File: config.mk
export PLATFORM = sky130hd
export DESIGN_NAME = smhs_top
export DESIGN_NICKNAME = d
export VERILOG_FILES = /design/src/rtl/smhs_pkg.sv /design/src/rtl/smhs_sync.sv /design/src/rtl/smhs_top.sv
export VERILOG_INCLUDE_DIRS = /design/src /design/src/rtl
export SDC_FILE = /design/constraint.sdc
export NUM_CORES = 1
export LEC_CHECK = 0
export ABC_AREA = 1
export BUFFER_PORTS_ARGS = -buffer_cell sky130_fd_sc_hd__buf_4
export CAP_MARGIN = 20
export CORE_UTILIZATION = 40
export CTS_BUF_LIST = sky130_fd_sc_hd__clkbuf_4
export DETAILED_ROUTE_END_ITERATION = 10
export GPL_ROUTABILITY_DRIVEN = 0
export PLACE_DENSITY = 0.75
export SETUP_SLACK_MARGIN = 0.3
export SKIP_CTS_REPAIR_TIMING = 1
export SKIP_LAST_GASP = 1
export SYNTH_ARGS = -nofsm -noshare
export SYNTH_HDL_FRONTEND = slang
export SYNTH_SLANG_ARGS = --single-unit
File: constraint.sdc
create_clock -name core_clk -period 0.9 [get_ports core_clk]
set_input_delay 0.18 -clock core_clk [delete_from_list [all_inputs] [get_ports core_clk]]
set_output_delay 0.18 -clock core_clk [all_outputs]
set_load 0.05 [all_outputs]
File: src/rtl/smhs_map.svh
// Offsets, field positions and reset values for the strap decode block
`ifndef SMHS_MAP_SVH
`define SMHS_MAP_SVH
`define SMHS_CLK_CTRL_ADDR 8'h56
`define SMHS_CLK_CTRL_BIT 7
`define SMHS_LED_MODE_REG 8'h0B
`define SMHS_LED_MODE_HI 5
`define SMHS_LED_MODE_LO 4
`define SMHS_IFACE_MII 2'h0
`define SMHS_IFACE_RMII 2'h1
`define SMHS_IFACE_GMII 2'h2
`define SMHS_IFACE_RGMII 2'h3
`define SMHS_STRAP_RESET 7'h7E
`define SMHS_SYNC_STAGES 2
`endif

File: src/rtl/smhs_pkg.sv
// Types shared by the strap decode block
package smhs_pkg;
	typedef enum logic [1:0] {
		SMHS_MII = 2'h0,
		SMHS_RMII = 2'h1,
		SMHS_GMII = 2'h2,
		SMHS_RGMII = 2'h3
	} smhs_iface_t;
	typedef enum logic [2:0] {
		SMHS_ST_RESET = 3'h1,
		SMHS_ST_CAPTURE = 3'h2,
		SMHS_ST_RUN = 3'h4
	} smhs_state_t;
endpackage

File: src/rtl/smhs_sync.sv
// Two-stage synchroniser for a bus of asynchronous levels
`timescale 1ns/1ps
`default_nettype none
module smhs_sync #(
	parameter int WIDTH = 1
) (
	input wire logic core_clk,
	input wire logic rst_n,
	input wire logic [WIDTH-1:0] async_in,
	output logic [WIDTH-1:0] sync_out
);
	logic [WIDTH-1:0] stage1;
	logic [WIDTH-1:0] next_stage1;
	logic [WIDTH-1:0] next_sync_out;

	always_comb
	begin
		next_stage1 = async_in;
		next_sync_out = stage1;
	end

	always_ff @(posedge core_clk)
	begin
		if (!rst_n)
		begin
			stage1 <= '0;
			sync_out <= '0;
		end
		else
		begin
			stage1 <= next_stage1;
			sync_out <= next_sync_out;
		end
	end
endmodule
`default_nettype wire

File: src/rtl/smhs_top.sv
// Strap capture and decode of uplink mode, clocking and host bus selection
//
// What this block does
// - GMII or MII: high role strap selects MAC role, low selects PHY role.
// - PHY role turns carrier sense and collision into outputs, and in MII the MII clocks too.
// - RMII: high role strap drives 50 MHz reference out; low takes external clock.
// - Register 0x56 bit 7 may override the RMII clock choice.
// - High reference strap enables the 25 MHz clock output; low disables it.
// - High PLL strap keeps crystal clocking; low uses transmit clock in RMII normal.
// - High speed strap gives 1 Gbps in GMII/RGMII; registers may change it.
// - Low serial strap selects SPI slave; high selects MDC/MDIO.
// - SPI uses data pin as input and separate read pin; MDIO data is two-way.
// - Chip select high deselects and floats the serial read output.
// - A falling chip select edge starts an SPI transfer.
// - Hardware reset low resets the whole block except the pin synchronisers.
// - LED function on strap pins after reset follows global register 11 bits 5:4.
// - Straps are sampled during reset.
// - Strap pins are inputs during reset and for two cycles after release, outputs otherwise.
// - Interface strap: 00 MII, 01 RMII, 10 GMII, 11 RGMII.
`include "smhs_map.svh"
`timescale 1ns/1ps
`default_nettype none
module smhs_top
	import smhs_pkg::*;
(
	// Clock and reset
	input wire logic core_clk,
	input wire logic rst_n,
	// Strap pins, inputs during reset
	input wire logic [1:0] uplink_iface_strap,
	input wire logic uplink_role_strap,
	input wire logic refclk_out_strap,
	input wire logic pll_source_strap,
	input wire logic uplink_speed_strap,
	input wire logic serial_read_strap,
	output logic strap_pins_oe_n,
	// Indicator data and function select for the shared pins
	input wire logic [7:0] cfg_reg_addr,
	input wire logic [7:0] cfg_reg_wdata,
	input wire logic cfg_reg_wr,
	input wire logic [5:0] led_state,
	output logic [5:0] led_pins_out,
	output logic [1:0] led_mode,
	// Speed override from internal registers
	input wire logic speed_override_en,
	input wire logic speed_override_gbps,
	// Decoded uplink configuration
	output smhs_iface_t uplink_iface,
	output logic uplink_gigabit_mac,
	output logic gigabit_phy_role,
	output logic crs_col_oe_n,
	output logic mii_clk_oe_n,
	output logic rmii_clock_mode,
	output logic uplink_rx_clock_oe_n,
	output logic ref_clock_output,
	output logic pll_from_tx_clock,
	output logic uplink_gbps,
	// Host serial bus
	input wire logic host_sclk,
	input wire logic host_select_n,
	input wire logic host_data_in,
	input wire logic host_read_bit,
	input wire logic host_mdio_drive,
	input wire logic host_mdio_bit,
	output logic host_spi_mode,
	output logic host_data_oe_n,
	output logic host_data_out,
	output logic serial_read_out,
	output logic serial_read_oe_n,
	output logic spi_xfer_start,
	output logic host_sclk_rise,
	output logic host_data_sync
);
	// ****************************************************
	// Synchronisers for pins
	// ****************************************************
	logic [9:0] strap_raw;
	logic [9:0] strap_sync;
	logic [2:0] host_sync;

	assign strap_raw = {uplink_iface_strap, uplink_role_strap, refclk_out_strap,
		pll_source_strap, uplink_speed_strap, serial_read_strap, 3'h0};

	smhs_sync #(.WIDTH(10)) u_strap_sync (
		.core_clk(core_clk),
		.rst_n(1'b1),
		.async_in(strap_raw),
		.sync_out(strap_sync)
	);

	// Runs through reset so the idle-high select shows its real level at release
	smhs_sync #(.WIDTH(3)) u_host_sync (
		.core_clk(core_clk),
		.rst_n(1'b1),
		.async_in({host_sclk, host_select_n, host_data_in}),
		.sync_out(host_sync)
	);

	// ****************************************************
	// Strap capture
	// ****************************************************
	smhs_state_t state;
	smhs_state_t next_state;
	logic [6:0] straps;
	logic [6:0] next_straps;
	logic rmii_clk_ovr_en;
	logic rmii_clk_ovr;
	logic next_rmii_clk_ovr_en;
	logic next_rmii_clk_ovr;
	logic [1:0] next_led_mode;

	always_comb
	begin
		next_state = state;
		next_straps = straps;
		next_rmii_clk_ovr_en = rmii_clk_ovr_en;
		next_rmii_clk_ovr = rmii_clk_ovr;
		next_led_mode = led_mode;
		case (state)
			SMHS_ST_RESET:
			begin
				next_state = SMHS_ST_CAPTURE;
			end
			SMHS_ST_CAPTURE:
			begin
				next_straps = strap_sync[9:3];
				next_state = SMHS_ST_RUN;
			end
			SMHS_ST_RUN:
			begin
				if (cfg_reg_wr && cfg_reg_addr == `SMHS_CLK_CTRL_ADDR)
				begin
					next_rmii_clk_ovr_en = 1'b1;
					next_rmii_clk_ovr = cfg_reg_wdata[`SMHS_CLK_CTRL_BIT];
				end
				if (cfg_reg_wr && cfg_reg_addr == `SMHS_LED_MODE_REG)
					next_led_mode = cfg_reg_wdata[`SMHS_LED_MODE_HI:`SMHS_LED_MODE_LO];
			end
			default:
			begin
				next_state = SMHS_ST_RESET;
			end
		endcase
	end

	// Straps keep sampling through reset; the value kept is the one sampled on the last edge in reset
	always_ff @(posedge core_clk)
	begin
		if (!rst_n)
		begin
			state <= SMHS_ST_RESET;
			straps <= `SMHS_STRAP_RESET;
			rmii_clk_ovr_en <= 1'b0;
			rmii_clk_ovr <= 1'b0;
			led_mode <= 2'h0;
		end
		else
		begin
			state <= next_state;
			straps <= next_straps;
			rmii_clk_ovr_en <= next_rmii_clk_ovr_en;
			rmii_clk_ovr <= next_rmii_clk_ovr;
			led_mode <= next_led_mode;
		end
	end

	// ****************************************************
	// Decode
	// ****************************************************
	logic run;
	logic rmii_clk;
	assign run = (state == SMHS_ST_RUN);
	assign strap_pins_oe_n = !run;
	assign led_pins_out = run ? led_state : 6'h00;
	assign uplink_iface = smhs_iface_t'(straps[6:5]);
	assign uplink_gigabit_mac = straps[4];
	assign gigabit_phy_role = !straps[4] && (uplink_iface == SMHS_MII
		|| uplink_iface == SMHS_GMII);
	assign crs_col_oe_n = !gigabit_phy_role;
	assign mii_clk_oe_n = !(gigabit_phy_role && uplink_iface == SMHS_MII);
	assign rmii_clk = rmii_clk_ovr_en ? rmii_clk_ovr : straps[4];
	assign rmii_clock_mode = (uplink_iface == SMHS_RMII) && rmii_clk;
	assign uplink_rx_clock_oe_n = !(rmii_clock_mode || uplink_iface == SMHS_GMII
		|| uplink_iface == SMHS_RGMII || !mii_clk_oe_n);
	assign ref_clock_output = straps[3];
	assign pll_from_tx_clock = (uplink_iface == SMHS_RMII) && !rmii_clk
		&& !straps[2];
	assign uplink_gbps = (speed_override_en ? speed_override_gbps : straps[1])
		&& (uplink_iface == SMHS_GMII || uplink_iface == SMHS_RGMII);
	assign host_spi_mode = !straps[0];

	// ****************************************************
	// Host bus pins
	// ****************************************************
	logic sclk_d;
	logic sel_d;
	logic next_sclk_d;
	logic next_sel_d;
	logic next_spi_xfer_start;
	logic next_host_sclk_rise;
	logic next_host_data_sync;

	always_comb
	begin
		next_sclk_d = host_sync[2];
		next_sel_d = host_sync[1];
		next_spi_xfer_start = run && host_spi_mode && sel_d && !host_sync[1];
		next_host_sclk_rise = run && !sclk_d && host_sync[2];
		next_host_data_sync = host_sync[0];
	end

	always_ff @(posedge core_clk)
	begin
		if (!rst_n)
		begin
			sclk_d <= 1'b0;
			sel_d <= 1'b1;
			spi_xfer_start <= 1'b0;
			host_sclk_rise <= 1'b0;
			host_data_sync <= 1'b0;
		end
		else
		begin
			sclk_d <= next_sclk_d;
			sel_d <= next_sel_d;
			spi_xfer_start <= next_spi_xfer_start;
			host_sclk_rise <= next_host_sclk_rise;
			host_data_sync <= next_host_data_sync;
		end
	end

	assign serial_read_out = host_read_bit;
	assign serial_read_oe_n = !(run && host_spi_mode && !host_sync[1]);
	assign host_data_out = host_mdio_bit;
	assign host_data_oe_n = !(run && !host_spi_mode && host_mdio_drive);
endmodule
`default_nettype wire

==> flow_results.xml, run 1 <==
<?xml version="1.0" encoding="UTF-8"?>
<metrics>
  <group name="status">
    <metric name="outcome" unit="">finished with violations</metric>
    <metric name="failed_checks" unit="">setup timing</metric>
  </group>
  <group name="synth">
    <metric name="synth_sequential_area_ratio" unit="">0.593</metric>
    <metric name="synthesis.yosys.warnings" unit="">0</metric>
    <metric name="post_synthesis_cells" unit="">159</metric>
    <metric name="synth_ff_type" unit="">sky130_fd_sc_hd__dfxtp_1</metric>
    <metric name="yosysUniqueCellTypes" unit="">18</metric>
    <metric name="async_reset_ff_frac" unit="">0</metric>
    <metric name="synth_area_per_cell" unit="um^2">8.29</metric>
    <metric name="number_of_flops_mapped_to_enable_cells_by_yosys" unit="">0</metric>
    <metric name="synthesis.area" unit="um^2">1320</metric>
    <metric name="postSynthRegisterBits" unit="">39</metric>
    <metric name="net_count_synth" unit="">199</metric>
  </group>
  <group name="setup_path">
    <metric name="path_class" unit="">reg2out</metric>
    <metric name="critical_path_end_type" unit="">primary output</metric>
    <metric name="worst_ep_required_time" unit="ns">0.72</metric>
    <metric name="slowest_cp_cell" unit="">sky130_fd_sc_hd__dfxtp_4</metric>
    <metric name="critical_path.max_stage_delay" unit="ns">0.39</metric>
    <metric name="worst_ep_arrival_time" unit="ns">1.37</metric>
    <metric name="startpoint_type" unit="">flip-flop</metric>
    <metric name="crit_path_cell_trace" unit="">nand2_4 -&gt; o21ai_4 -&gt; nand3_2 -&gt; clkinvlp_4 -&gt; nor3_4 -&gt; buf_6</metric>
    <metric name="critical_path_peak_fanout" unit="">3</metric>
  </group>
  <group name="drt">
    <metric name="drt_drc_violations_left" unit="">0</metric>
    <metric name="routed_wire_length_per_instance" unit="um">12.9</metric>
    <metric name="drt_iter0_drc" unit="">33</metric>
    <metric name="first_pass_iters" unit="">4</metric>
    <metric name="count_of_vias_placed_by_the_detailed_router" unit="">1297</metric>
    <metric name="final_ant_viol_nets" unit="">0</metric>
    <metric name="via_per_inst" unit="">4.41</metric>
    <metric name="drt-total-wl" unit="mm">3.80</metric>
  </group>
  <group name="floorplan">
    <metric name="rows" unit="">20</metric>
    <metric name="die_width" unit="um">59.4</metric>
    <metric name="initial_utilization" unit="">0.428</metric>
    <metric name="io-pin-count" unit="">68</metric>
    <metric name="die_h" unit="um">59.4</metric>
    <metric name="core_region_area" unit="um^2">3080</metric>
    <metric name="fp.dieArea" unit="um^2">3530</metric>
  </group>
  <group name="global_routing">
    <metric name="grt_start_max_net_pins" unit="">13</metric>
    <metric name="global_route_wire_length_before_repair" unit="mm">5.01</metric>
    <metric name="grt_antenna_before_repair" unit="">0</metric>
    <metric name="first_global_vias" unit="">1260</metric>
    <metric name="gr-total-overflow" unit="">0</metric>
    <metric name="track_usage" unit="">0.197</metric>
  </group>
  <group name="pwr">
    <metric name="irDropWorstVdd" unit="V">0.00143</metric>
    <metric name="power-per-cell-area" unit="nW/um^2">1590</metric>
    <metric name="static-leakage-power" unit="uW">0.00122</metric>
    <metric name="p_total" unit="uW">4130</metric>
  </group>
  <group name="sta">
    <metric name="timing_max_transition_violations_final" unit="">0</metric>
    <metric name="finalHoldViolCount" unit="">0</metric>
    <metric name="final.setup_skew" unit="ns">0.00921</metric>
    <metric name="fmax" unit="GHz">0.645</metric>
    <metric name="worst_slack" unit="ns">-0.651</metric>
    <metric name="unrepaired_setup_endpoints_after_global_routing" unit="">yes</metric>
    <metric name="worst-slew-pin-transition" unit="ns">0.343</metric>
    <metric name="min_period_over_period" unit="">1.72</metric>
    <metric name="fin_crit" unit="ns">1.55</metric>
    <metric name="slew-limit-headroom" unit="">0.771</metric>
    <metric name="setup_viol" unit="">41</metric>
  </group>
  <group name="finish">
    <metric name="final_util" unit="">0.841</metric>
    <metric name="ant_diodes" unit="">0</metric>
    <metric name="final_layout_size_suffix_gt1_frac" unit="">0.564</metric>
    <metric name="final_nets" unit="">289</metric>
    <metric name="filler_cell_count" unit="">167</metric>
    <metric name="areaGrowthSynthToFinish" unit="%">96.4</metric>
  </group>
  <group name="clocking">
    <metric name="clkTransAtPathRegs" unit="ns">0.11</metric>
    <metric name="worstSkewPairLatency" unit="ns">0.34</metric>
    <metric name="clock_tree.buffer_depth" unit="">2</metric>
    <metric name="htree_levels" unit="">2</metric>
    <metric name="tritoncts" unit="">yes</metric>
    <metric name="tritoncts.num_buffers" unit="">5</metric>
    <metric name="cts_sinks" unit="">39</metric>
    <metric name="cts.root.buffer_cell" unit="">sky130_fd_sc_hd__clkbuf_4</metric>
  </group>
  <group name="place">
    <metric name="dp_hpwl" unit="mm">2.46</metric>
    <metric name="port-buffer-count" unit="">58</metric>
  </group>
  <group name="job">
    <metric name="drv.max_cap_violation_count" unit="">0</metric>
  </group>
  <group name="hold_path">
    <metric name="hold_path.class" unit="">in2reg</metric>
  </group>
</metrics>
layer usage:
metal / vias up / global-route usage / part of all wire
li1: 654 / - / -
met1: 599 / 0.186 / 0.37
met2: 36 / 0.392 / 0.57
met3: 8 / 0.0502 / 0.037
met4: 0 / 0.0816 / 0.017
met5: - / 0 / 0
cells in the mapped netlist, types with 2 or more instances:
master / number / share of area
sky130_fd_sc_hd__a21oi_1: 7 / 0.027
sky130_fd_sc_hd__buf_4: 4 / 0.023
sky130_fd_sc_hd__dfxtp_1: 39 / 0.59
sky130_fd_sc_hd__inv_1: 31 / 0.088
sky130_fd_sc_hd__inv_2: 3 / 0.0085
sky130_fd_sc_hd__nand2_1: 23 / 0.066
sky130_fd_sc_hd__nand3_1: 10 / 0.038
sky130_fd_sc_hd__nand3_2: 2 / 0.015
sky130_fd_sc_hd__nor2_1: 24 / 0.068
sky130_fd_sc_hd__nor3_1: 2 / 0.0076
sky130_fd_sc_hd__nor4_1: 2 / 0.0095
sky130_fd_sc_hd__o21ai_0: 6 / 0.023
worst max-delay path: cells and delay by family, from the launching register on:
family                 cells  cell delay [ns]
AO/OA/AOI/OAI              1             0.06
flip-flops                 1             0.39
buffers and inverters      2             0.29
AND/OR/NAND/NOR            3             0.29
logic make-up after synthesis:
family | Yosys count | share of synthesized area
DFF | 39 | 0.593
buffers and inverters | 40 | 0.132
and+or+nand+nor | 66 | 0.219
AOI/OAI and AO/OA | 14 | 0.0560
per-stage QoR:
stage	TNS, ns	worst slack (ns)	hold slack (ns)	cell area, um^2	cells
after floorplan	-4.39	-0.730	0.208	1570	159
after global placement	-3.45	-0.343	0.284	2130	272
after detailed placement	-4.10	-0.395	0.286	2130	272
after CTS	-12.85	-0.778	-0.0700	2200	280
after global routing	-14.92	-0.705	0.0979	2590	294
final	-12.95	-0.651	0.104	2590	294
registers in the layout, indices dropped and copies added (netlist names), 2 cells and up:
signal / count
led_mode: 2
state: 3
straps: 7
u_host_sync.next_sync_out: 3
u_host_sync.sync_out: 3
u_strap_sync.next_sync_out: 7
u_strap_sync.sync_out: 7
layout by cell type (no fill, tap or decap), types with 4 or more instances in the layout:
| master | count |
|---|---|
| sky130_fd_sc_hd__buf_4 | 45 |
| sky130_fd_sc_hd__inv_1 | 24 |
| sky130_fd_sc_hd__dfxtp_1 | 24 |
| sky130_fd_sc_hd__nand2_1 | 20 |
| sky130_fd_sc_hd__buf_6 | 16 |
| sky130_fd_sc_hd__nor2_1 | 15 |
| sky130_fd_sc_hd__buf_8 | 15 |
| sky130_fd_sc_hd__nor2_4 | 10 |
| sky130_fd_sc_hd__dlygate4sd3_1 | 10 |
| sky130_fd_sc_hd__dfxtp_4 | 10 |
| sky130_fd_sc_hd__nand3_1 | 6 |
| sky130_fd_sc_hd__inv_2 | 5 |
| sky130_fd_sc_hd__clkbuf_4 | 5 |
| sky130_fd_sc_hd__dfxtp_2 | 5 |
| sky130_fd_sc_hd__nand3_4 | 4 |
| sky130_fd_sc_hd__a21oi_1 | 4 |
area by class of cell:
cell class | count | area, um^2 | area share
clock buffers | 5 | 37.5 | 0.0145
clock inverters | 3 | 38.8 | 0.0150
inverters | 34 | 148 | 0.0571
multi-input cells | 80 | 594 | 0.230
flip-flops and latches | 39 | 825 | 0.319
well taps | 44 | 55.1 | 0.0213
repair buffers | 88 | 883 | 0.341
repair inverters | 1 | 6.26 | 0.00242
final timing paths:
| path | start | end | slack, ns | cells after the start |
|---|---|---|---|---|
| max | rmii_clk_ovr_en$_SDFFE_PN0P_ | uplink_rx_clock_oe_n | -0.65 | 6 |
| min | rst_n | rmii_clk_ovr$_SDFFE_PN0P_ | 0.10 | 3 |
| max reg2reg | state[1]$_SDFFE_PN0P_ | led_mode[1]$_SDFFE_PN0P_ | -0.32 | 8 |
| min reg2reg | u_host_sync.next_sync_out[1]$_DFF_P_ | u_host_sync.sync_out[1]$_DFF_P_ | 0.34 | 0 |
power by group:
| group | leakage [uW] | internal, uW | total (uW) | switching [uW] |
|---|---|---|---|---|
| combinational | 0.000849 | 503 | 1100 | 595 |
| clock | 0.0000426 | 571 | 1110 | 539 |
| sequential | 0.000330 | 1840 | 1920 | 76.2 |
Note: power is estimated with default switching activity, not from simulation.
==> run 2: changes to the inputs <==
MAX_ROUTING_LAYER = met4   (was not set)
REMOVE_ABC_BUFFERS = 1   (was not set)
==> flow_results.xml, run 2 (synthesis results as in run 1) <==
<?xml version="1.0" encoding="UTF-8"?>
<metrics>
  <group name="hold_path">
    <metric name="worstHoldPathCells" unit="">5</metric>
    <metric name="endpoint_with_the_worst_hold_slack" unit="">rmii_clk_ovr$_SDFFE_PN0P_</metric>
    <metric name="holdCritStartpoint" unit="">cfg_reg_wdata[7]</metric>
    <metric name="hold_path.class" unit="">in2reg</metric>
  </group>
  <group name="clocking">
    <metric name="tritoncts" unit="">yes</metric>
    <metric name="tritoncts.num_buffers" unit="">5</metric>
    <metric name="worstSkewPairLatency" unit="ns">0.34</metric>
    <metric name="clkTransAtPathRegs" unit="ns">0.11</metric>
    <metric name="cts_sinks" unit="">39</metric>
    <metric name="cts.root.buffer_cell" unit="">sky130_fd_sc_hd__clkbuf_4</metric>
    <metric name="clock_tree.buffer_depth" unit="">2</metric>
    <metric name="htree_levels" unit="">2</metric>
  </group>
  <group name="sta">
    <metric name="unrepaired_setup_endpoints_after_global_routing" unit="">yes</metric>
    <metric name="setup_viol" unit="">39</metric>
    <metric name="worst_slack" unit="ns">-0.631</metric>
    <metric name="final.setup_skew" unit="ns">0.0138</metric>
    <metric name="fmax" unit="GHz">0.653</metric>
    <metric name="timing_max_transition_violations_final" unit="">0</metric>
    <metric name="slew-limit-headroom" unit="">0.767</metric>
    <metric name="fin_crit" unit="ns">1.53</metric>
    <metric name="finalHoldViolCount" unit="">0</metric>
    <metric name="worst-slew-pin-transition" unit="ns">0.346</metric>
    <metric name="min_period_over_period" unit="">1.70</metric>
    <metric name="final.hold.worst_slack" unit="ns">0.161</metric>
  </group>
  <group name="global_routing">
    <metric name="global_route_wire_length_before_repair" unit="mm">3.77</metric>
    <metric name="grt_start_max_net_pins" unit="">12</metric>
    <metric name="first_global_vias" unit="">947</metric>
    <metric name="track_usage" unit="">0.152</metric>
    <metric name="grt_antenna_before_repair" unit="">0</metric>
    <metric name="gr-total-overflow" unit="">0</metric>
  </group>
  <group name="floorplan">
    <metric name="fp.dieArea" unit="um^2">3530</metric>
    <metric name="initial_utilization" unit="">0.428</metric>
    <metric name="io-pin-count" unit="">68</metric>
    <metric name="rows" unit="">20</metric>
    <metric name="die_h" unit="um">59.4</metric>
    <metric name="die_width" unit="um">59.4</metric>
    <metric name="core_region_area" unit="um^2">3080</metric>
  </group>
  <group name="finish">
    <metric name="mostFrequentLayoutCell" unit="">sky130_fd_sc_hd__buf_4</metric>
    <metric name="final_nets" unit="">283</metric>
    <metric name="final_cell_mix" unit="">sky130_fd_sc_hd__buf_4 (47), sky130_fd_sc_hd__inv_1 (27), sky130_fd_sc_hd__dfxtp_1 (25)</metric>
    <metric name="areaGrowthSynthToFinish" unit="%">72.5</metric>
    <metric name="stdcell_area" unit="um^2">2270</metric>
    <metric name="ant_diodes" unit="">0</metric>
    <metric name="final_layout_size_suffix_gt1_frac" unit="">0.492</metric>
  </group>
  <group name="setup_path">
    <metric name="crit_path_cell_trace" unit="">inv_1 -&gt; nor4_1 -&gt; buf_4</metric>
    <metric name="worst_reg2reg_setup_slack" unit="ns">-0.17</metric>
    <metric name="worst_ep_arrival_time" unit="ns">1.35</metric>
    <metric name="crit-reg2reg-capture" unit="">led_mode[1]$_SDFFE_PN0P_</metric>
    <metric name="worst_ep_required_time" unit="ns">0.72</metric>
    <metric name="critical_path_peak_fanout" unit="">3</metric>
    <metric name="critical_path.n_buffers_inverters" unit="">2</metric>
    <metric name="startpoint_type" unit="">flip-flop</metric>
    <metric name="ff2ff_path_depth" unit="">7</metric>
    <metric name="crit_family" unit="">flip-flops</metric>
    <metric name="path_class" unit="">reg2out</metric>
    <metric name="reg_to_reg_startpoint" unit="">state[1]$_SDFFE_PN0P_</metric>
    <metric name="slowest_cp_cell" unit="">sky130_fd_sc_hd__dfxtp_2</metric>
    <metric name="critical_path.max_stage_delay" unit="ns">0.36</metric>
    <metric name="critical_path_end_type" unit="">primary output</metric>
  </group>
  <group name="pwr">
    <metric name="static-leakage-power" unit="uW">0.00112</metric>
    <metric name="irDropWorstVdd" unit="V">0.00153</metric>
    <metric name="power-per-cell-area" unit="nW/um^2">1610</metric>
    <metric name="p_total" unit="uW">3660</metric>
  </group>
  <group name="drt">
    <metric name="final_ant_viol_nets" unit="">0</metric>
    <metric name="routed_wire_length_per_instance" unit="um">10.3</metric>
    <metric name="drt_iter0_drc" unit="">39</metric>
    <metric name="via_per_inst" unit="">4.27</metric>
    <metric name="drt_drc_violations_left" unit="">0</metric>
    <metric name="drt-total-wl" unit="mm">2.95</metric>
    <metric name="count_of_vias_placed_by_the_detailed_router" unit="">1221</metric>
    <metric name="first_pass_iters" unit="">4</metric>
  </group>
  <group name="place">
    <metric name="pre_cts_setup_slack" unit="ns">-0.286</metric>
    <metric name="port-buffer-count" unit="">58</metric>
    <metric name="detailed_place.area" unit="um^2">1850</metric>
    <metric name="dp_hpwl" unit="mm">1.84</metric>
  </group>
  <group name="status">
    <metric name="failed_checks" unit="">setup timing</metric>
    <metric name="outcome" unit="">finished with violations</metric>
  </group>
  <group name="job">
    <metric name="drv.max_cap_violation_count" unit="">0</metric>
  </group>
</metrics>
[run 2: worst max-delay path by stage]
| stage | depth (start not counted) | startpoint | slack, ns | end |
|---|---|---|---|---|
| after CTS | 6 | straps[4]$_SDFFE_PN1N_ | -0.66 | uplink_rx_clock_oe_n |
| after global placement | 6 | straps[4]$_SDFFE_PN1N_ | -0.26 | uplink_rx_clock_oe_n |
| after global routing | 3 | straps[5]$_SDFFE_PN1N_ | -0.67 | pll_from_tx_clock |
| after detailed placement | 6 | straps[4]$_SDFFE_PN1N_ | -0.29 | uplink_rx_clock_oe_n |
| after floorplan | 2 | straps[5]$_SDFFE_PN1N_ | -1.58 | pll_from_tx_clock |
| final | 3 | straps[5]$_SDFFE_PN1N_ | -0.63 | pll_from_tx_clock |
[run 2: cell type report]
cell class | instances | area, um^2
well taps | 44 | 55.1
multi-input cells | 80 | 457
fillers | 227 | 806
flip-flops and latches | 39 | 803
clock buffers | 6 | 45.0
repair buffers | 83 | 779
inverters | 34 | 133
[run 2: routing by layer]
metal  vias to the layer above  wire length (um)  GRT usage
met2                        45              1510      0.231
met1                       528              1180      0.172
met4                         0                67     0.0816
met5                         -                 0          -
met3                         7               191     0.0590
li1                        641                 -          -
[run 2: metrics by stage]
| stage | TNS, ns | utilization | std cells |
|---|---|---|---|
| global route | -13.61 | 0.738 | 286 |
| detailed placement | -3.75 | 0.602 | 267 |
| finish | -11.22 | 0.738 | 286 |
| CTS | -12.16 | 0.616 | 273 |
| global placement | -3.55 | 0.602 | 267 |
| floorplan | -16.54 | - | 153 |
[run 2: worst min-delay path, delay by kind of cell]
| family | cells | cell delay, ns |
|---|---|---|
| buf+inv | 2 | 0.11 |
| simple gates | 3 | 0.18 |
[run 2: power by group]
group / total, uW / switching [uW] / internal [uW] / leakage (uW)
combinational: 917 / 492 / 425 / 0.000761
sequential: 1940 / 76.1 / 1860 / 0.000327
clock: 808 / 500 / 308 / 0.0000276
==> run 3: changes to the inputs <==
CELL_PAD_IN_SITES_DETAIL_PLACEMENT = 1   (was not set)
CELL_PAD_IN_SITES_GLOBAL_PLACEMENT = 1   (was not set)
CORE_UTILIZATION = 29   (was 40)
PLACE_DENSITY = not set   (was 0.75)
PLACE_DENSITY_LB_ADDON = 0.1   (was not set)
==> flow_results.xml, run 3 (synthesis results as in run 1) <==
<?xml version="1.0" encoding="UTF-8"?>
<metrics>
  <group name="sta">
    <metric name="final.setup_skew" unit="ns">0.00684</metric>
    <metric name="setup_viol" unit="">40</metric>
    <metric name="unrepaired_setup_endpoints_after_global_routing" unit="">yes</metric>
    <metric name="fin_crit" unit="ns">1.50</metric>
    <metric name="timing_max_transition_violations_final" unit="">0</metric>
    <metric name="finalHoldViolCount" unit="">0</metric>
    <metric name="min_period_over_period" unit="">1.66</metric>
    <metric name="worst-slew-pin-transition" unit="ns">0.367</metric>
    <metric name="slew-limit-headroom" unit="">0.755</metric>
    <metric name="fmax" unit="GHz">0.668</metric>
    <metric name="worst_slack" unit="ns">-0.597</metric>
  </group>
  <group name="pwr">
    <metric name="p_total" unit="uW">4130</metric>
    <metric name="combPwrFrac" unit="">0.260</metric>
    <metric name="irDropWorstVdd" unit="V">0.00105</metric>
    <metric name="power_spent_charging_and_discharging_nets" unit="uW">1200</metric>
    <metric name="static-leakage-power" unit="uW">0.00119</metric>
    <metric name="net_switching_fraction_of_the_power" unit="">0.291</metric>
    <metric name="internal_power" unit="uW">2930</metric>
    <metric name="pwr-share-clk" unit="">0.270</metric>
    <metric name="seq_power_share" unit="">0.470</metric>
    <metric name="power-per-cell-area" unit="nW/um^2">1660</metric>
  </group>
  <group name="floorplan">
    <metric name="rows" unit="">24</metric>
    <metric name="initial_utilization" unit="">0.303</metric>
    <metric name="core_region_area" unit="um^2">4350</metric>
    <metric name="die_width" unit="um">69.4</metric>
    <metric name="io-pin-count" unit="">68</metric>
    <metric name="die_h" unit="um">69.4</metric>
    <metric name="fp.dieArea" unit="um^2">4820</metric>
  </group>
  <group name="hold_path">
    <metric name="hold_path.class" unit="">in2reg</metric>
    <metric name="holdCritStartpoint" unit="">rst_n</metric>
  </group>
  <group name="clocking">
    <metric name="cts_sinks" unit="">39</metric>
    <metric name="htree_levels" unit="">2</metric>
    <metric name="cts.root.buffer_cell" unit="">sky130_fd_sc_hd__clkbuf_4</metric>
    <metric name="tritoncts" unit="">yes</metric>
    <metric name="clock_tree.buffer_depth" unit="">2</metric>
    <metric name="clkTransAtPathRegs" unit="ns">0.12</metric>
    <metric name="worstSkewPairLatency" unit="ns">0.34</metric>
    <metric name="tritoncts.num_buffers" unit="">5</metric>
  </group>
  <group name="finish">
    <metric name="filler_cell_count" unit="">501</metric>
    <metric name="final_layout_size_suffix_gt1_frac" unit="">0.549</metric>
    <metric name="final_cells" unit="">298</metric>
    <metric name="ant_diodes" unit="">0</metric>
    <metric name="final_cell_mix" unit="">sky130_fd_sc_hd__buf_4 (45), sky130_fd_sc_hd__inv_1 (26), sky130_fd_sc_hd__dfxtp_1 (24)</metric>
    <metric name="mostFrequentLayoutCell" unit="">sky130_fd_sc_hd__buf_4</metric>
    <metric name="areaGrowthSynthToFinish" unit="%">89.3</metric>
    <metric name="final_nets" unit="">286</metric>
  </group>
  <group name="drt">
    <metric name="via_per_inst" unit="">4.31</metric>
    <metric name="drt_drc_violations_left" unit="">0</metric>
    <metric name="drt_iter0_drc" unit="">34</metric>
    <metric name="drt-total-wl" unit="mm">3.91</metric>
    <metric name="count_of_vias_placed_by_the_detailed_router" unit="">1283</metric>
    <metric name="first_pass_iters" unit="">4</metric>
    <metric name="final_ant_viol_nets" unit="">0</metric>
    <metric name="routed_wire_length_per_instance" unit="um">13.1</metric>
  </group>
  <group name="setup_path">
    <metric name="crit_family" unit="">buffers and inverters</metric>
    <metric name="reg_to_reg_startpoint" unit="">state[0]$_SDFFE_PN1P_</metric>
    <metric name="crit_path_cell_trace" unit="">inv_4 -&gt; nand3_4 -&gt; buf_12 -&gt; nor2_4 -&gt; buf_6</metric>
    <metric name="path_class" unit="">reg2out</metric>
    <metric name="worst_ep_required_time" unit="ns">0.72</metric>
    <metric name="worst_ep_arrival_time" unit="ns">1.32</metric>
    <metric name="slowest_cp_cell" unit="">sky130_fd_sc_hd__dfxtp_2</metric>
    <metric name="startpoint_type" unit="">flip-flop</metric>
    <metric name="critical_path.max_stage_delay" unit="ns">0.35</metric>
    <metric name="cp-startpoint" unit="">state[0]$_SDFFE_PN1P_</metric>
    <metric name="critical_path_peak_fanout" unit="">8</metric>
    <metric name="critical_path_end_type" unit="">primary output</metric>
    <metric name="critical_path.n_buffers_inverters" unit="">3</metric>
  </group>
  <group name="global_routing">
    <metric name="grt_antenna_before_repair" unit="">0</metric>
    <metric name="grt_start_max_net_pins" unit="">13</metric>
    <metric name="global_route_wire_length_before_repair" unit="mm">5.38</metric>
    <metric name="first_global_vias" unit="">1270</metric>
    <metric name="gr-total-overflow" unit="">0</metric>
    <metric name="track_usage" unit="">0.148</metric>
  </group>
  <group name="place">
    <metric name="dp_cells" unit="">276</metric>
    <metric name="port-buffer-count" unit="">58</metric>
    <metric name="dp_hpwl" unit="mm">2.55</metric>
    <metric name="pre_cts_setup_slack" unit="ns">-0.386</metric>
  </group>
  <group name="job">
    <metric name="drv.max_cap_violation_count" unit="">0</metric>
  </group>
  <group name="status">
    <metric name="failed_checks" unit="">setup timing</metric>
    <metric name="outcome" unit="">finished with violations</metric>
  </group>
</metrics>
[run 3: layout make-up]
type	instances	area, um^2	area share
timing repair buffer	86	838	0.336
multi-input combinational	80	568	0.228
inverter	34	138	0.0552
sequential	39	810	0.325
clock inverter	2	37.5	0.0151
clock buffer	5	37.5	0.0151
tap	52	65.1	0.0261
[run 3: power groups by stage]
stage	Combinational, uW	Sequential [uW]	Clock (uW)
2_1_floorplan	298	2020	0
3_3_place_gp	714	1940	0
3_5_place_dp	744	1940	0
4_1_cts	749	1900	1150
5_1_grt	1140	1960	1240
6_report	1080	1940	1120
[run 3: through the flow]
step / hold WS, ns / utilization / area, um^2 / setup TNS, ns
2_1_floorplan: 0.208 / - / 1270 / -16.54
3_3_place_gp: 0.284 / 0.429 / 1870 / -3.74
3_5_place_dp: 0.285 / 0.429 / 1870 / -4.99
4_1_cts: -0.0787 / 0.447 / 1940 / -13.87
5_1_grt: 0.0174 / 0.573 / 2490 / -14.71
6_report: 0.0527 / 0.573 / 2490 / -12.15
[run 3: metal layers]
metal / global-route usage / part of all wire / vias up / wire length, um
met3: 0.0451 / 0.039 / 4 / 152
met1: 0.143 / 0.39 / 600 / 1540
met5: - / 0 / - / 0
met2: 0.270 / 0.56 / 32 / 2180
li1: - / - / 647 / -
met4: 0.0612 / 0.0095 / 0 / 37
[run 3: path summary, 6_finish.rpt]
path	depth (start not counted)	to	slack (ns)
setup reg to reg	8	rmii_clk_ovr$_SDFFE_PN0P_	-0.24
setup / recovery	5	led_pins_out[1]	-0.60
hold reg to reg	0	u_host_sync.sync_out[0]$_DFF_P_	0.34
hold / removal	2	sel_d$_SDFF_PN1_	0.05
[run 3: worst register-to-register path: cells and delay by family, from the launching register on]
kind                   cells  cell delay [ns]
AND/OR/NAND/NOR            5             0.43
buffers and inverters      3             0.29
flip-flops                 1             0.35
